===== src/adc_pkg.sv =====
// constants and carrier types of the asynchronous dram cycle controller
package adc_pkg;

  // ---------------------------------------------------------------
  // clock and derived cycle counts
  // ---------------------------------------------------------------
  localparam int CLK_PERIOD_NS = 50;

  // least time in ns to whole cycles, rounded up, never below one
  function automatic int min_cyc(input int ns);
    int c;
    c = (ns + CLK_PERIOD_NS - 1) / CLK_PERIOD_NS;
    return (c < 1) ? 1 : c;
  endfunction : min_cyc

  // power-up pause and wake-up row strobe cycles
  localparam int POWERUP_US = 200;
  localparam int POWERUP_CYC = min_cyc(POWERUP_US * 1000);
  localparam int INIT_RAS_CYCLES = 8;

  // refresh period over all rows; a longest time rounds down
  localparam int REFRESH_PERIOD_MS = 16;
  localparam int REFRESH_ROWS = 1024;
  localparam int REFRESH_INTERVAL_CYC =
    REFRESH_PERIOD_MS * 1000000 / REFRESH_ROWS / CLK_PERIOD_NS;

  // cycle timing figures in ns
  localparam int ROW_ACCESS_NS = 80;
  localparam int ROW_PRECHARGE_NS = 60;
  localparam int COUNTER_TEST_PRECHARGE_NS = 40;
  localparam int REFRESH_COL_HOLD_NS = 15;
  localparam int ROW_PULSE_NS = 80;
  localparam int CAS_LOW_CYC = min_cyc(ROW_ACCESS_NS);
  localparam int PRE_CYC = (min_cyc(ROW_PRECHARGE_NS) >
    min_cyc(COUNTER_TEST_PRECHARGE_NS)) ? min_cyc(ROW_PRECHARGE_NS)
    : min_cyc(COUNTER_TEST_PRECHARGE_NS);
  localparam int RF_RAS_CYC = (min_cyc(ROW_PULSE_NS) >
    min_cyc(REFRESH_COL_HOLD_NS)) ? min_cyc(ROW_PULSE_NS)
    : min_cyc(REFRESH_COL_HOLD_NS);

  // ---------------------------------------------------------------
  // widths and sized loads
  // ---------------------------------------------------------------
  localparam int ADDR_W = 10;
  localparam int DQ_W = 4;
  localparam int TMR_W = 12;
  localparam int PH_W = 2;
  localparam int INIT_W = 4;
  localparam logic [TMR_W-1:0] POWERUP_LOAD = TMR_W'(POWERUP_CYC - 1);
  localparam logic [TMR_W-1:0] REFRESH_LOAD =
    TMR_W'(REFRESH_INTERVAL_CYC - 1);
  localparam logic [PH_W-1:0] CAS_LOW_LOAD = PH_W'(CAS_LOW_CYC - 1);
  localparam logic [PH_W-1:0] PRE_LOAD = PH_W'(PRE_CYC - 1);
  localparam logic [PH_W-1:0] RF_RAS_LOAD = PH_W'(RF_RAS_CYC - 1);
  localparam logic [INIT_W-1:0] INIT_LAST = INIT_W'(INIT_RAS_CYCLES - 1);

  // ---------------------------------------------------------------
  // carriers and states
  // ---------------------------------------------------------------
  typedef struct packed {
    logic write;
    logic [ADDR_W-1:0] row;
    logic [ADDR_W-1:0] col;
    logic [DQ_W-1:0] data;
  } adc_req_type;

  typedef struct packed {
    logic ras_n;
    logic cas_n;
    logic we_n;
    logic oe_n;
    logic [ADDR_W-1:0] addr;
    logic [DQ_W-1:0] dq_out;
    logic dq_oe;
  } adc_pins_type;

  localparam adc_pins_type PINS_IDLE = '{1'b1, 1'b1, 1'b1, 1'b1,
    {ADDR_W{1'b0}}, {DQ_W{1'b0}}, 1'b0};

  typedef enum logic [8:0] {
    ST_POWERUP = 9'h001,
    ST_IDLE    = 9'h002,
    ST_ROW     = 9'h004,
    ST_RAS     = 9'h008,
    ST_COL     = 9'h010,
    ST_CAS     = 9'h020,
    ST_PRE     = 9'h040,
    ST_RFCAS   = 9'h080,
    ST_RFRAS   = 9'h100
  } adc_state_type;

endpackage : adc_pkg


===== src/adc_timer.sv =====
// reloadable down-counting interval timer
`timescale 1ns/10ps
`default_nettype none
module adc_timer #(
  parameter int W = 12,
  parameter logic [W-1:0] START = '0
) (
  input wire logic i_clk,       // system clock
  input wire logic i_rst_n,     // async reset, active low
  input wire logic i_reload,    // restart from START
  output logic o_expired        // count has reached zero
);
  logic [W-1:0] count;

  // ---------------------------------------------------------------
  // counter
  // ---------------------------------------------------------------
  // holds at zero until reloaded, so expiry stays visible as a level
  always_ff @(posedge i_clk or negedge i_rst_n) begin
    if (!i_rst_n) begin
      count <= START;
    end else if (i_reload) begin
      count <= START;
    end else if (count != '0) begin
      count <= count - W'(1);
    end
  end

  assign o_expired = (count == '0);
endmodule : adc_timer
`default_nettype wire


===== src/adc_ctrl.sv =====
// host-side cycle controller for an asynchronous page-mode 1Mx4 dram
`timescale 1ns/10ps
`default_nettype none
module adc_ctrl
  import adc_pkg::*;
(
  input wire logic I_REF_CLK,               // 20 MHz system clock
  input wire logic I_RESET_N,               // async reset, active low
  input wire logic I_REQ_VALID,             // access request present
  input wire adc_req_type I_REQ,            // access request contents
  output logic O_REQ_READY,                 // request taken when valid
  output logic O_RD_VALID,                  // read data pulse
  output logic [DQ_W-1:0] O_RD_DATA,        // read data
  output logic O_INIT_DONE,                 // wake-up sequence finished
  output logic O_RAS_N,                     // row strobe pin
  output logic O_CAS_N,                     // column strobe pin
  output logic O_WE_N,                      // write input pin
  output logic O_OE_N,                      // output enable pin
  output logic [ADDR_W-1:0] O_ADDR,         // multiplexed address
  output logic [DQ_W-1:0] O_DQ_OUT,         // data pin drive value
  output logic O_DQ_OE,                     // data pin drive enable
  input wire logic [DQ_W-1:0] I_DQ_IN       // data pin level
);
  adc_state_type state;
  adc_state_type next_state;
  adc_pins_type pins;
  adc_pins_type next_pins;
  adc_req_type cur;
  logic [PH_W-1:0] ph;
  logic [PH_W-1:0] next_ph;
  logic [INIT_W-1:0] init_cnt;
  logic init_done;
  logic rf_pend;
  logic ready;
  logic rd_valid;
  logic [DQ_W-1:0] rd_data;
  logic pwr_expired;
  logic rf_expired;

  // ---------------------------------------------------------------
  // timers
  // ---------------------------------------------------------------
  // power-up pause, runs once from reset
  adc_timer #(.W(TMR_W), .START(POWERUP_LOAD)) u_pwr_timer (
    .i_clk(I_REF_CLK),
    .i_rst_n(I_RESET_N),
    .i_reload(1'b0),
    .o_expired(pwr_expired)
  );

  // one refresh request per row interval
  adc_timer #(.W(TMR_W), .START(REFRESH_LOAD)) u_rf_timer (
    .i_clk(I_REF_CLK),
    .i_rst_n(I_RESET_N),
    .i_reload(rf_expired),
    .o_expired(rf_expired)
  );

  // ---------------------------------------------------------------
  // decode
  // ---------------------------------------------------------------
  wire take = (state == ST_IDLE) && I_REQ_VALID && ready;
  wire ph_zero = (ph == '0);
  wire rf_start = (state == ST_IDLE) && (next_state == ST_RFCAS);
  wire rf_end = (state == ST_RFRAS) && ph_zero;
  // only a plain read cycle is ever sampled
  wire rd_sample = (state == ST_CAS) && ph_zero && !cur.write;

  // ---------------------------------------------------------------
  // cycle sequencer
  // ---------------------------------------------------------------
  // pins are computed here and registered, so no pin glitches
  always_comb begin
    next_state = state;
    next_pins = pins;
    next_ph = ph_zero ? ph : ph - PH_W'(1);
    case (state)
      ST_POWERUP: begin
        if (pwr_expired) begin
          next_state = ST_IDLE;
        end
      end
      ST_IDLE: begin
        if (!init_done || (rf_pend && !take)) begin
          // column strobe leads the row strobe by one cycle
          next_state = ST_RFCAS;
          next_pins.cas_n = 1'b0;
          // write input kept high, which also avoids test entry
          next_pins.we_n = 1'b1;
        end else if (take) begin
          // row address set up a full cycle before the strobe
          next_state = ST_ROW;
          next_pins.addr = I_REQ.row;
        end
      end
      ST_ROW: begin
        next_state = ST_RAS;
        next_pins.ras_n = 1'b0;
      end
      ST_RAS: begin
        // column address after the row hold time
        next_state = ST_COL;
        next_pins.addr = cur.col;
        if (cur.write) begin
          // write input falls before column strobe, early write
          next_pins.we_n = 1'b0;
          // data valid ahead of the column strobe fall
          // pins released by the device well before this drive
          next_pins.dq_out = cur.data;
          next_pins.dq_oe = 1'b1;
        end
      end
      ST_COL: begin
        next_state = ST_CAS;
        next_pins.cas_n = 1'b0;
        next_pins.oe_n = cur.write;
        next_ph = CAS_LOW_LOAD;
      end
      ST_CAS: begin
        // strobe low long enough that any access path has settled
        // write input already low for three cycles at this rise
        // a read leaves the write input high past this rise
        if (ph_zero) begin
          next_state = ST_PRE;
          next_pins.ras_n = 1'b1;
          next_pins.cas_n = 1'b1;
          next_pins.oe_n = 1'b1;
          next_ph = PRE_LOAD;
        end
      end
      ST_PRE: begin
        // data and write input released only after the strobes
        next_pins.we_n = 1'b1;
        next_pins.dq_oe = 1'b0;
        // column strobe stays high for the full precharge
        if (ph_zero) begin
          next_state = ST_IDLE;
        end
      end
      ST_RFCAS: begin
        next_state = ST_RFRAS;
        next_pins.ras_n = 1'b0;
        next_ph = RF_RAS_LOAD;
      end
      ST_RFRAS: begin
        // column strobe held low past the row strobe fall
        if (ph_zero) begin
          next_state = ST_PRE;
          next_pins.ras_n = 1'b1;
          next_pins.cas_n = 1'b1;
          next_ph = PRE_LOAD;
        end
      end
      default: begin
        next_state = ST_IDLE;
        next_pins = PINS_IDLE;
      end
    endcase
  end

  // ---------------------------------------------------------------
  // state registers
  // ---------------------------------------------------------------
  // ready is withheld from the cycle after refresh becomes owed, so refresh cannot starve
  always_ff @(posedge I_REF_CLK or negedge I_RESET_N) begin
    if (!I_RESET_N) begin
      state <= ST_POWERUP;
      pins <= PINS_IDLE;
      ph <= '0;
      ready <= 1'b0;
    end else begin
      state <= next_state;
      pins <= next_pins;
      ph <= next_ph;
      ready <= (next_state == ST_IDLE) && init_done && !rf_pend;
    end
  end

  // request capture and read data
  always_ff @(posedge I_REF_CLK or negedge I_RESET_N) begin
    if (!I_RESET_N) begin
      cur <= '0;
      rd_valid <= 1'b0;
      rd_data <= '0;
    end else begin
      if (take) begin
        cur <= I_REQ;
      end
      rd_valid <= rd_sample;
      // sampled while column strobe and enable are still low
      if (rd_sample) begin
        rd_data <= I_DQ_IN;
      end
    end
  end

  // eight row strobe cycles counted; set wins over clear
  always_ff @(posedge I_REF_CLK or negedge I_RESET_N) begin
    if (!I_RESET_N) begin
      init_cnt <= '0;
      init_done <= 1'b0;
      rf_pend <= 1'b0;
    end else begin
      rf_pend <= rf_expired | (rf_pend & !rf_start);
      if (rf_end && !init_done) begin
        init_cnt <= init_cnt + INIT_W'(1);
        init_done <= (init_cnt == INIT_LAST);
      end
    end
  end

  // ---------------------------------------------------------------
  // outputs
  // ---------------------------------------------------------------
  assign O_REQ_READY = ready;
  assign O_RD_VALID = rd_valid;
  assign O_RD_DATA = rd_data;
  assign O_INIT_DONE = init_done;
  assign O_RAS_N = pins.ras_n;
  assign O_CAS_N = pins.cas_n;
  assign O_WE_N = pins.we_n;
  assign O_OE_N = pins.oe_n;
  assign O_ADDR = pins.addr;
  assign O_DQ_OUT = pins.dq_out;
  assign O_DQ_OE = pins.dq_oe;
endmodule : adc_ctrl
`default_nettype wire


===== config.mk =====
export PLATFORM = sky130hd
export DESIGN_NAME = adc_ctrl
export DESIGN_NICKNAME = d
export VERILOG_FILES = /design/src/adc_pkg.sv /design/src/adc_timer.sv /design/src/adc_ctrl.sv
export SDC_FILE = /design/constraint.sdc
export NUM_CORES = 1
export LEC_CHECK = 0
export BUFFER_PORTS_ARGS = -buffer_cell sky130_fd_sc_hd__buf_2
export CORE_MARGIN = 2
export CORE_UTILIZATION = 50
export DETAILED_ROUTE_END_ITERATION = 16
export GPL_TIMING_DRIVEN = 0
export PLACE_DENSITY = 0.74
export SLEW_MARGIN = 15
export SYNTH_ARGS = -nofsm -noshare
export SYNTH_HDL_FRONTEND = slang
export SYNTH_SLANG_ARGS = --single-unit

===== constraint.sdc =====
create_clock -name I_REF_CLK -period 2.4 [get_ports I_REF_CLK]
set_clock_uncertainty 0.1 [all_clocks]
set_input_delay 0.48 -clock I_REF_CLK [delete_from_list [all_inputs] [get_ports I_REF_CLK]]
set_output_delay 0.48 -clock I_REF_CLK [all_outputs]
set_load 0.01 [all_outputs]

==> results of run 1 <==
-- power breakdown --
part | internal (mW) | switching [mW]
Combinational | 0.0651 | 0.0554
Clock | 0.483 | 0.475
Sequential | 1.37 | 0
-- kinds of logic (layout without fill, tap and decap cells) --
kind of cell | Yosys count | after routing | share of synthesized area
fa+ha+maj | 5 | 5 | 0.0164
flops | 81 | 81 | 0.538
xor+xnor | 23 | 23 | 0.0528
compound gates | 47 | 47 | 0.0866
mux | 28 | 28 | 0.0922
buf+inv | 25 | 107 | 0.0321
simple gates | 133 | 133 | 0.182
-- area by class of cell --
class / count / area, um^2 / area share
tap: 99 / 124 / 0.0271
sequential: 81 / 2050 / 0.449
inverter: 12 / 45.0 / 0.00985
timing repair buffer: 68 / 393 / 0.0859
clock buffer: 13 / 139 / 0.0304
buffer: 11 / 76.3 / 0.0167
clock inverter: 3 / 43.8 / 0.00958
multi-input combinational: 236 / 1700 / 0.372
-- path summary, 6_finish.rpt --
kind / startpoint / to / slack (ps) / depth (start not counted)
min in group asynchronous: I_RESET_N / u_pwr_timer.count[6]$_DFFE_PN0N_ / 530 / 2
max in group asynchronous: I_RESET_N / u_rf_timer.count[5]$_DFF_PN1_ / 1040 / 3
min reg2reg: u_rf_timer.count[0]$_DFF_PN1_ / u_rf_timer.count[0]$_DFF_PN1_ / 370 / 1
max reg2reg: state[5]$_DFF_PN0_ / cur[3]$_DFFE_PN0P_ / 110 / 7
max: state[5]$_DFF_PN0_ / cur[3]$_DFFE_PN0P_ / 110 / 7
min: I_DQ_IN[0] / O_RD_DATA[0]$_DFFE_PN0P_ / 210 / 3
-- through the flow --
step | std cells | TNS (ps) | power, mW | utilization
final | 523 | 0 | 2.45 | 0.624
after global routing | 523 | 0 | 2.54 | 0.624
after CTS | 520 | 0 | 2.48 | 0.615
after detailed placement | 499 | -3340 | 1.51 | 0.580
after global placement | 498 | -2540 | 1.50 | 0.576
after floorplan | 342 | 0 | 1.45 | -
-- worst min-delay path: cells and delay by family --
family / cells / cell delay, ps
buffers and inverters: 1 / 70
AND/OR/NAND/NOR: 2 / 90
-- cells in the final DEF, fill, tap and decap left out, types with 9 or more instances in the layout --
cell type and n:
a21oi_1 10, a22o_1 11, buf_2 60, buf_4 12, clkbuf_8 9, dfrtp_1 60, dfstp_2 21, inv_1 11
mux2_2 17, mux2_4 10, nand2_1 39, nor2_1 34, nor3_1 10, o21ai_0 9, xnor2_1 14, xor2_1 9
-- registers in the layout, summed over array words and instances, names as in the netlist, 2 cells and up --
| register | cells |
|---|---|
| O_ADDR | 10 |
| u_pwr_timer.count | 12 |
| O_DQ_OUT | 4 |
| init_cnt | 4 |
| state | 9 |
| O_RD_DATA | 4 |
| ph | 2 |
| u_rf_timer.count | 12 |
| cur | 15 |
-- what timing repair did --
item | in CTS | in global routing
endpoints found under the setup margin | 21 | 25
gates cloned | 0 | 0
hold endpoints to repair | 11 | 0
gates resized for setup | 6 | 8
hold buffers | 1 | 0
setup buffers | 4 | 5
pin swaps | 2 | 6
-- metal layers --
metal	vias to the layer above	part of all wire
met3	6	0.051
met5	-	0
met2	61	0.49
met4	0	0.0061
met1	1379	0.45
li1	1371	-
==> qor.txt, run 1 <==
Via-to-Cell Ratio: 5.39
Mean Syn Cell Area: 11.2 um^2
Synth Warn #: 0
WHS: 214 ps
CP arrival: 2440 ps
CP Buf/Inv Count: 3
Final WL: 7870 um
Post-DP Area: 4250 um^2
Die area: 8340 um^2
Fmax: 0.436 GHz
Die X: 91.4 um
GPL Wtd Cong: 0.924
Post-route worst setup slack: 106 ps
Drc violations: 0
Post-Syn Nets: 379
IO Pins: 58
Final Cycle Share: 0.956
Synth cell count leaders: dfrtp_1, nand2_1, nor2_1
Yosys reg bits: 81
ANT cells: 0
CP cell instances: buf_4, nor4_4, buf_4, nand4_1, nor2_4, buf_6, mux2_2
Hold Path Class: primary input to register
Total global routing overflow: 0
Area added between synthesis and finish: 19.9%
Leak: 2.25 nW
GR peak layer: met2
Clk slew on worst S/H paths: 70 ps
Met1 usage: 0.265
Critical Path RT: 2540 ps
Most frequent cell after synthesis: dfrtp_1
Startpoint types: register
Fill cells: 586
Initial antenna violation count: 0
Worst slew pin tran: 620 ps
Mapped cell area: 3810 um^2
Vias: 2817
Layout Nets: 456
Initial Util: 0.520
# setup viols final: 0
RSZ-0062 raised after global routing: no
Port Buffer Count: 57
CTS root buf: clkbuf_8
Initial DRC Count: 190
Post-Syn Instances: 342
Routed len/inst: 15.0 um
Layout cells sized above 1: 0.351
CTS tree: yes
First-pass GRT wire length: 12900 um
Crit end category: register
Vias in the first global route: 2754
Kind of critical path: register to register
Min Tclk post-route: 2290 ps
Crit path max fanout: 10
Row count: 31
Yosys top cell by area: dfrtp_1
Met3 usage: 0.0622
Gr usage total: 0.198
Setup WS pre-CTS: -251 ps
Die Y: 91.4 um
Design area: 4570 um^2
Post-synth top area share: 0.394
CP delay by family, top: simple AND/OR/NAND/NOR gates
Clock latency at the later pin of the worst-skew pair: 360 ps
Post-DP HPWL: 5530 um
Ranking of synthesized cells by area: dfrtp_1, dfstp_2, mux2_2
Worst path max stage delay: 370 ps
Seq/Total Area, Yosys: 0.538
Critical-path top delay cell: dfrtp_1
Max-slew headroom: 0.583
Max VDD drop: 279 uV
Final hold vios: 0
Top FF cell, synth: dfrtp_1
Clock Sinks: 81
Core area: 7330 um^2
Max-Cap Viols: 0
Antenna-violating nets left: 0
Power Dens Cells: 535 nW/um^2
Cell mode on critical path: buf_4
Post-synth ARST share: 1.00
Max-slew violations: 0
Post-synth EDFFs: 0
H-tree level count: 3
Met2 usage: 0.307
Yosys cell types: 49
Clock Tree Buf Depth: 2
Initial DRT Pass Iterations: 5
Cts bufs inserted: 9
Largest net degree at the start of global routing: 46
Status: completed
(Power assumes the default switching activity.)
==> run 2, diff against run 1 <==
--- a/config.mk
+++ b/config.mk
@@ -10,7 +10,9 @@
 export CORE_UTILIZATION = 50
 export DETAILED_ROUTE_END_ITERATION = 16
 export GPL_TIMING_DRIVEN = 0
-export PLACE_DENSITY = 0.74
+export MAX_ROUTING_LAYER = met4
+export PLACE_DENSITY = 0.72
+export SETUP_SLACK_MARGIN = 0.15
 export SLEW_MARGIN = 15
 export SYNTH_ARGS = -nofsm -noshare
 export SYNTH_HDL_FRONTEND = slang
==> constraint.sdc (replaced) <==
create_clock -name I_REF_CLK -period 2.2 [get_ports I_REF_CLK]
set_clock_uncertainty 0.1 [all_clocks]
set_input_delay 0.44 -clock I_REF_CLK [delete_from_list [all_inputs] [get_ports I_REF_CLK]]
set_output_delay 0.44 -clock I_REF_CLK [all_outputs]
set_load 0.01 [all_outputs]
==> qor.txt, run 2 (synthesis gave the netlist of run 1 again) <==
Status: complete, but fails checks
Failing checks: negative setup slack
Gr usage total: 0.231
Core area: 7330 um^2
Initial antenna violation count: 0
Min Tclk post-route: 2290 ps
Critical Path RT: 2350 ps
Drc violations: 0
Hold Path Class: primary input to register
Crit end category: register
Crit path max fanout: 5
Area added between synthesis and finish: 36.2%
CTS root buf: clkbuf_8
Clock Sinks: 81
Die X: 91.4 um
Die Y: 91.4 um
Antenna-violating nets left: 0
Routed len/inst: 17.2 um
GPL Wtd Cong: 0.921
Fmax: 0.437 GHz
Layout Nets: 488
Most common cell after layout, fill and taps aside: dfrtp_1
WHS Endpoint: O_RD_DATA[2]$_DFFE_PN0P_
Largest regs: cur (15), u_pwr_timer.count (12), u_rf_timer.count (12)
Worst slew pin tran: 626 ps
Post-route worst setup slack: -90.8 ps
Final Cycle Share: 1.04
Port Buffer Count: 57
Via-to-Cell Ratio: 5.55
RSZ-0062 raised after global routing: yes
Reg2reg start: state[5]$_DFF_PN0_
# setup viols final: 13
CP arrival: 2440 ps
Startpoint types: register
Initial DRC Count: 214
Max-Cap Viols: 0
Non-Filler Instances: 555
# placed instances: 499
Most frequent cells in the layout: dfrtp_1, buf_2, nor2_1, buf_4, nand2_1
Worst Hold Launch: I_DQ_IN[2]
Biggest register: cur
Max VDD drop: 365 uV
Final core utilization: 0.709
Cts bufs inserted: 9
Power Dens Cells: 535 nW/um^2
Clock latency at the later pin of the worst-skew pair: 360 ps
Worst Hold Path Cells: 3
Flop2flop setup slack: -90 ps
Max-slew headroom: 0.581
Final WL: 9540 um
Final hold vios: 0
R2R cell count: 7
ANT cells: 0
CTS tree: yes
Leak: 2.56 nW
Total global routing overflow: 0
Max-slew violations: 0
Layout cells sized above 1: 0.474
WHS: 184 ps
First-pass GRT wire length: 14800 um
Vias in the first global route: 3067
Largest net degree at the start of global routing: 43
Initial Util: 0.520
Reg2reg end: O_ADDR[2]$_DFFE_PN0P_
Max reg flops: 15
Fill cells: 494
H-tree level count: 3
Clock Tree Buf Depth: 2
Post-DP HPWL: 5660 um
Vias: 3079
IO Pins: 58
Setup WS pre-CTS: -510 ps
Kind of critical path: register to register
Row count: 31
Initial DRT Pass Iterations: 4
Die area: 8340 um^2
Clk slew on worst S/H paths: 80 ps
## run 2: changes by cell type in the layout (fill, tap and decap cells not counted), sizes merged
cell / before / now
clkinvlp: 0 / 2
buf: 76 / 106
inv: 11 / 12
clkinv: 3 / 2
## run 2: critical path, stage by stage, from the launching register on
cell	delay, ps
dfrtp_1	380
buf_6	130
nor4_4	380
buf_4	200
nand4_1	250
and3_4	300
buf_6	140
mux2_4	290
## run 2: power by group
group	leakage (nW)	internal, mW	switching [mW]
sequential	1.02	1.49	0
combinational	1.45	0.0919	0.0689
clock	0.0962	0.562	0.566
total	2.56	2.15	0.635
## run 2: worst max-delay path by stage
stage	startpoint	slack, ps	cells past startpoint	to
after floorplan	state[5]$_DFF_PN0_	50	7	O_ADDR[0]$_DFFE_PN0P_
after global placement	state[5]$_DFF_PN0_	-490	7	O_REQ_READY$_DFF_PN0_
after detailed placement	state[5]$_DFF_PN0_	-510	7	O_REQ_READY$_DFF_PN0_
after CTS	state[2]$_DFF_PN0_	7	7	O_ADDR[2]$_DFFE_PN0P_
after global routing	state[5]$_DFF_PN0_	-160	7	O_ADDR[3]$_DFFE_PN0P_
final	state[5]$_DFF_PN0_	-90	7	O_ADDR[2]$_DFFE_PN0P_
## run 2: through the flow
stage	cell area [um^2]	TNS, ps	power [mW]
2_1_floorplan	3870	0	1.59
3_3_place_gp	4280	-5700	1.65
3_5_place_dp	4300	-7000	1.66
4_1_cts	4930	0	2.79
5_1_grt	5190	-1900	2.88
6_report	5190	-917	2.78
## run 2: layer usage
layer  wire length [um]  global-route usage
met1               3890               0.280
met2               4880               0.381
met3                528              0.0556
met4                240              0.0783
met5                  0                   -
## run 2: area by class of cell
cell class / count / area (um^2) / area share
buffer: 13 / 139 / 0.0267
clock buffer: 11 / 141 / 0.0272
clock inverter: 5 / 62.6 / 0.0120
inverter: 12 / 48.8 / 0.00939
multi-input combinational: 236 / 1970 / 0.379
sequential: 81 / 2050 / 0.395
tap: 99 / 124 / 0.0238
timing repair buffer: 98 / 654 / 0.126
## run 2: timing repair
action | CTS | global route
pin swaps | 14 | 28
resized for setup | 48 | 44
buffers inserted | 24 | 13
gates cloned | 2 | 0
endpoints found under the setup margin | 56 | 52
endpoints found under the hold margin | 28 | 0
hold buffers | 1 | 0
==> run 3, diff against run 2 <==
--- a/config.mk
+++ b/config.mk
@@ -8,6 +8,7 @@
 export BUFFER_PORTS_ARGS = -buffer_cell sky130_fd_sc_hd__buf_2
 export CORE_MARGIN = 2
 export CORE_UTILIZATION = 50
+export CTS_BUF_LIST = sky130_fd_sc_hd__clkbuf_4 sky130_fd_sc_hd__clkbuf_8
 export DETAILED_ROUTE_END_ITERATION = 16
 export GPL_TIMING_DRIVEN = 0
 export MAX_ROUTING_LAYER = met4
==> qor.txt, run 3 (synthesis gave the netlist of run 1 again) <==
Final core utilization: 0.709
Routed len/inst: 17.2 um
Most frequent cells in the layout: dfrtp_1, buf_2, nor2_1, buf_4, nand2_1
Metal3 WL: 511 um
WL met2: 4890 um
Clock Tree Buf Depth: 2
Fill cells: 495
Antenna-violating nets left: 0
Fmax: 0.431 GHz
ANT cells: 0
Setup TNS: -1300 ps
Initial DRT Pass Iterations: 6
Final WL: 9570 um
Failing checks: negative setup slack
Worst slew pin tran: 636 ps
Max-Cap Viols: 0
IO Pins: 58
Vias: 3128
Post-route worst setup slack: -120 ps
Drc violations: 0
Largest regs: cur (15), u_pwr_timer.count (12), u_rf_timer.count (12)
Gr usage total: 0.231
Power Dens Cells: 537 nW/um^2
Setup WS pre-CTS: -510 ps
Status: complete, but fails checks
Clk slew on worst S/H paths: 80 ps
Crit end category: register
Critical Path RT: 2350 ps
# setup viols final: 13
Final hold vios: 0
Area added between synthesis and finish: 36.3%
CP arrival: 2470 ps
Worst setup path startpoint: state[5]$_DFF_PN0_
Die area: 8340 um^2
Via-to-Cell Ratio: 5.64
Leak: 2.56 nW
CTS root buf: clkbuf_8
Initial DRC Count: 174
Overall Power: 2.79 mW
Initial antenna violation count: 0
Reg2reg start: state[5]$_DFF_PN0_
WHS: 184 ps
Met1 Wirelength: 3910 um
Total global routing overflow: 0
Initial Util: 0.520
Most common cell after layout, fill and taps aside: dfrtp_1
Worst Hold Launch: I_DQ_IN[2]
Min Tclk post-route: 2320 ps
Clock Sinks: 81
Max VDD drop: 359 uV
Die Y: 91.4 um
Port Buffer Count: 57
Highest Signal Layer: met4
RSZ-0062 raised after global routing: yes
Layout cells sized above 1: 0.476
Cts bufs inserted: 9
GPL Wtd Cong: 0.921
Die X: 91.4 um
Startpoint types: register
Max-slew violations: 0
Final Cycle Share: 1.05
Row count: 31
Hold Path Class: primary input to register
Clock latency at the later pin of the worst-skew pair: 360 ps
Kind of critical path: register to register
CTS tree: yes
Post-DP HPWL: 5660 um
Max reg flops: 15
Largest net degree at the start of global routing: 43
H-tree level count: 3
Max-slew headroom: 0.574
First-pass GRT wire length: 14800 um
Layout Nets: 488
Vias in the first global route: 3067
Crit path max fanout: 5
Core area: 7330 um^2
Biggest register: cur
[run 3: cell types whose count changed in the layout (fill, tap and decap cells not counted)]
cell / delta
clkbuf_1: -1
clkbuf_4: +1
[run 3: routing by layer]
| layer | global-route usage | up-vias |
|---|---|---|
| met5 | - | - |
| met4 | 0.0783 | 0 |
| met3 | 0.0556 | 31 |
| met2 | 0.381 | 127 |
| met1 | 0.280 | 1541 |
| li1 | - | 1429 |
[run 3: final timing paths]
kind                       cells after the start                               end  slack [ps]
max                                            7             O_ADDR[2]$_DFFE_PN0P_        -120
max reg2reg                                    7             O_ADDR[2]$_DFFE_PN0P_        -120
min in group asynchronous                      2  u_pwr_timer.count[6]$_DFFE_PN0N_         500
max in group asynchronous                      3     u_rf_timer.count[4]$_DFF_PN1_         860
min                                            3          O_RD_DATA[2]$_DFFE_PN0P_         180
min reg2reg                                    2          O_RD_DATA[3]$_DFFE_PN0P_         370
[run 3: worst max-delay path, stage by stage (launching register included)]
cell and delay (ps):
dfrtp_1 380, buf_6 130, nor4_4 390, buf_4 200, nand4_1 260, and3_4 310, buf_6 140, mux2_4 300
[run 3: cell type report]
type                            instances  area, um^2  area share
Tap cell                               99         124      0.0238
Sequential cell                        81        2050       0.395
Inverter                               12        48.8     0.00939
Buffer                                 13         139      0.0267
Multi-Input combinational cell        236        1970       0.379
Clock buffer                           11         145      0.0279
Clock inverter                          5        62.6      0.0120
Timing Repair Buffer                   98         654       0.126
[run 3: timing repair]
action,CTS,global route
setup buffers,24,13
pin swaps,14,28
endpoints found under the hold margin,28,0
gates cloned,2,0
setup endpoints to repair,56,52
gates resized for setup,48,44
hold buffers,1,0
[run 3: where the power goes]
| group | switching [mW] | leakage, nW | internal, mW |
|---|---|---|---|
| logic | 0.0687 | 1.45 | 0.0919 |
| registers | 0 | 1.02 | 1.49 |
| clock network | 0.565 | 0.0996 | 0.574 |
| total | 0.634 | 2.56 | 2.16 |
[run 3: through the flow]
step,instance area (um^2),cells
5_1_grt,5200,555
2_1_floorplan,3870,342
6_report,5200,555
4_1_cts,4940,542
3_3_place_gp,4280,498
3_5_place_dp,4300,499
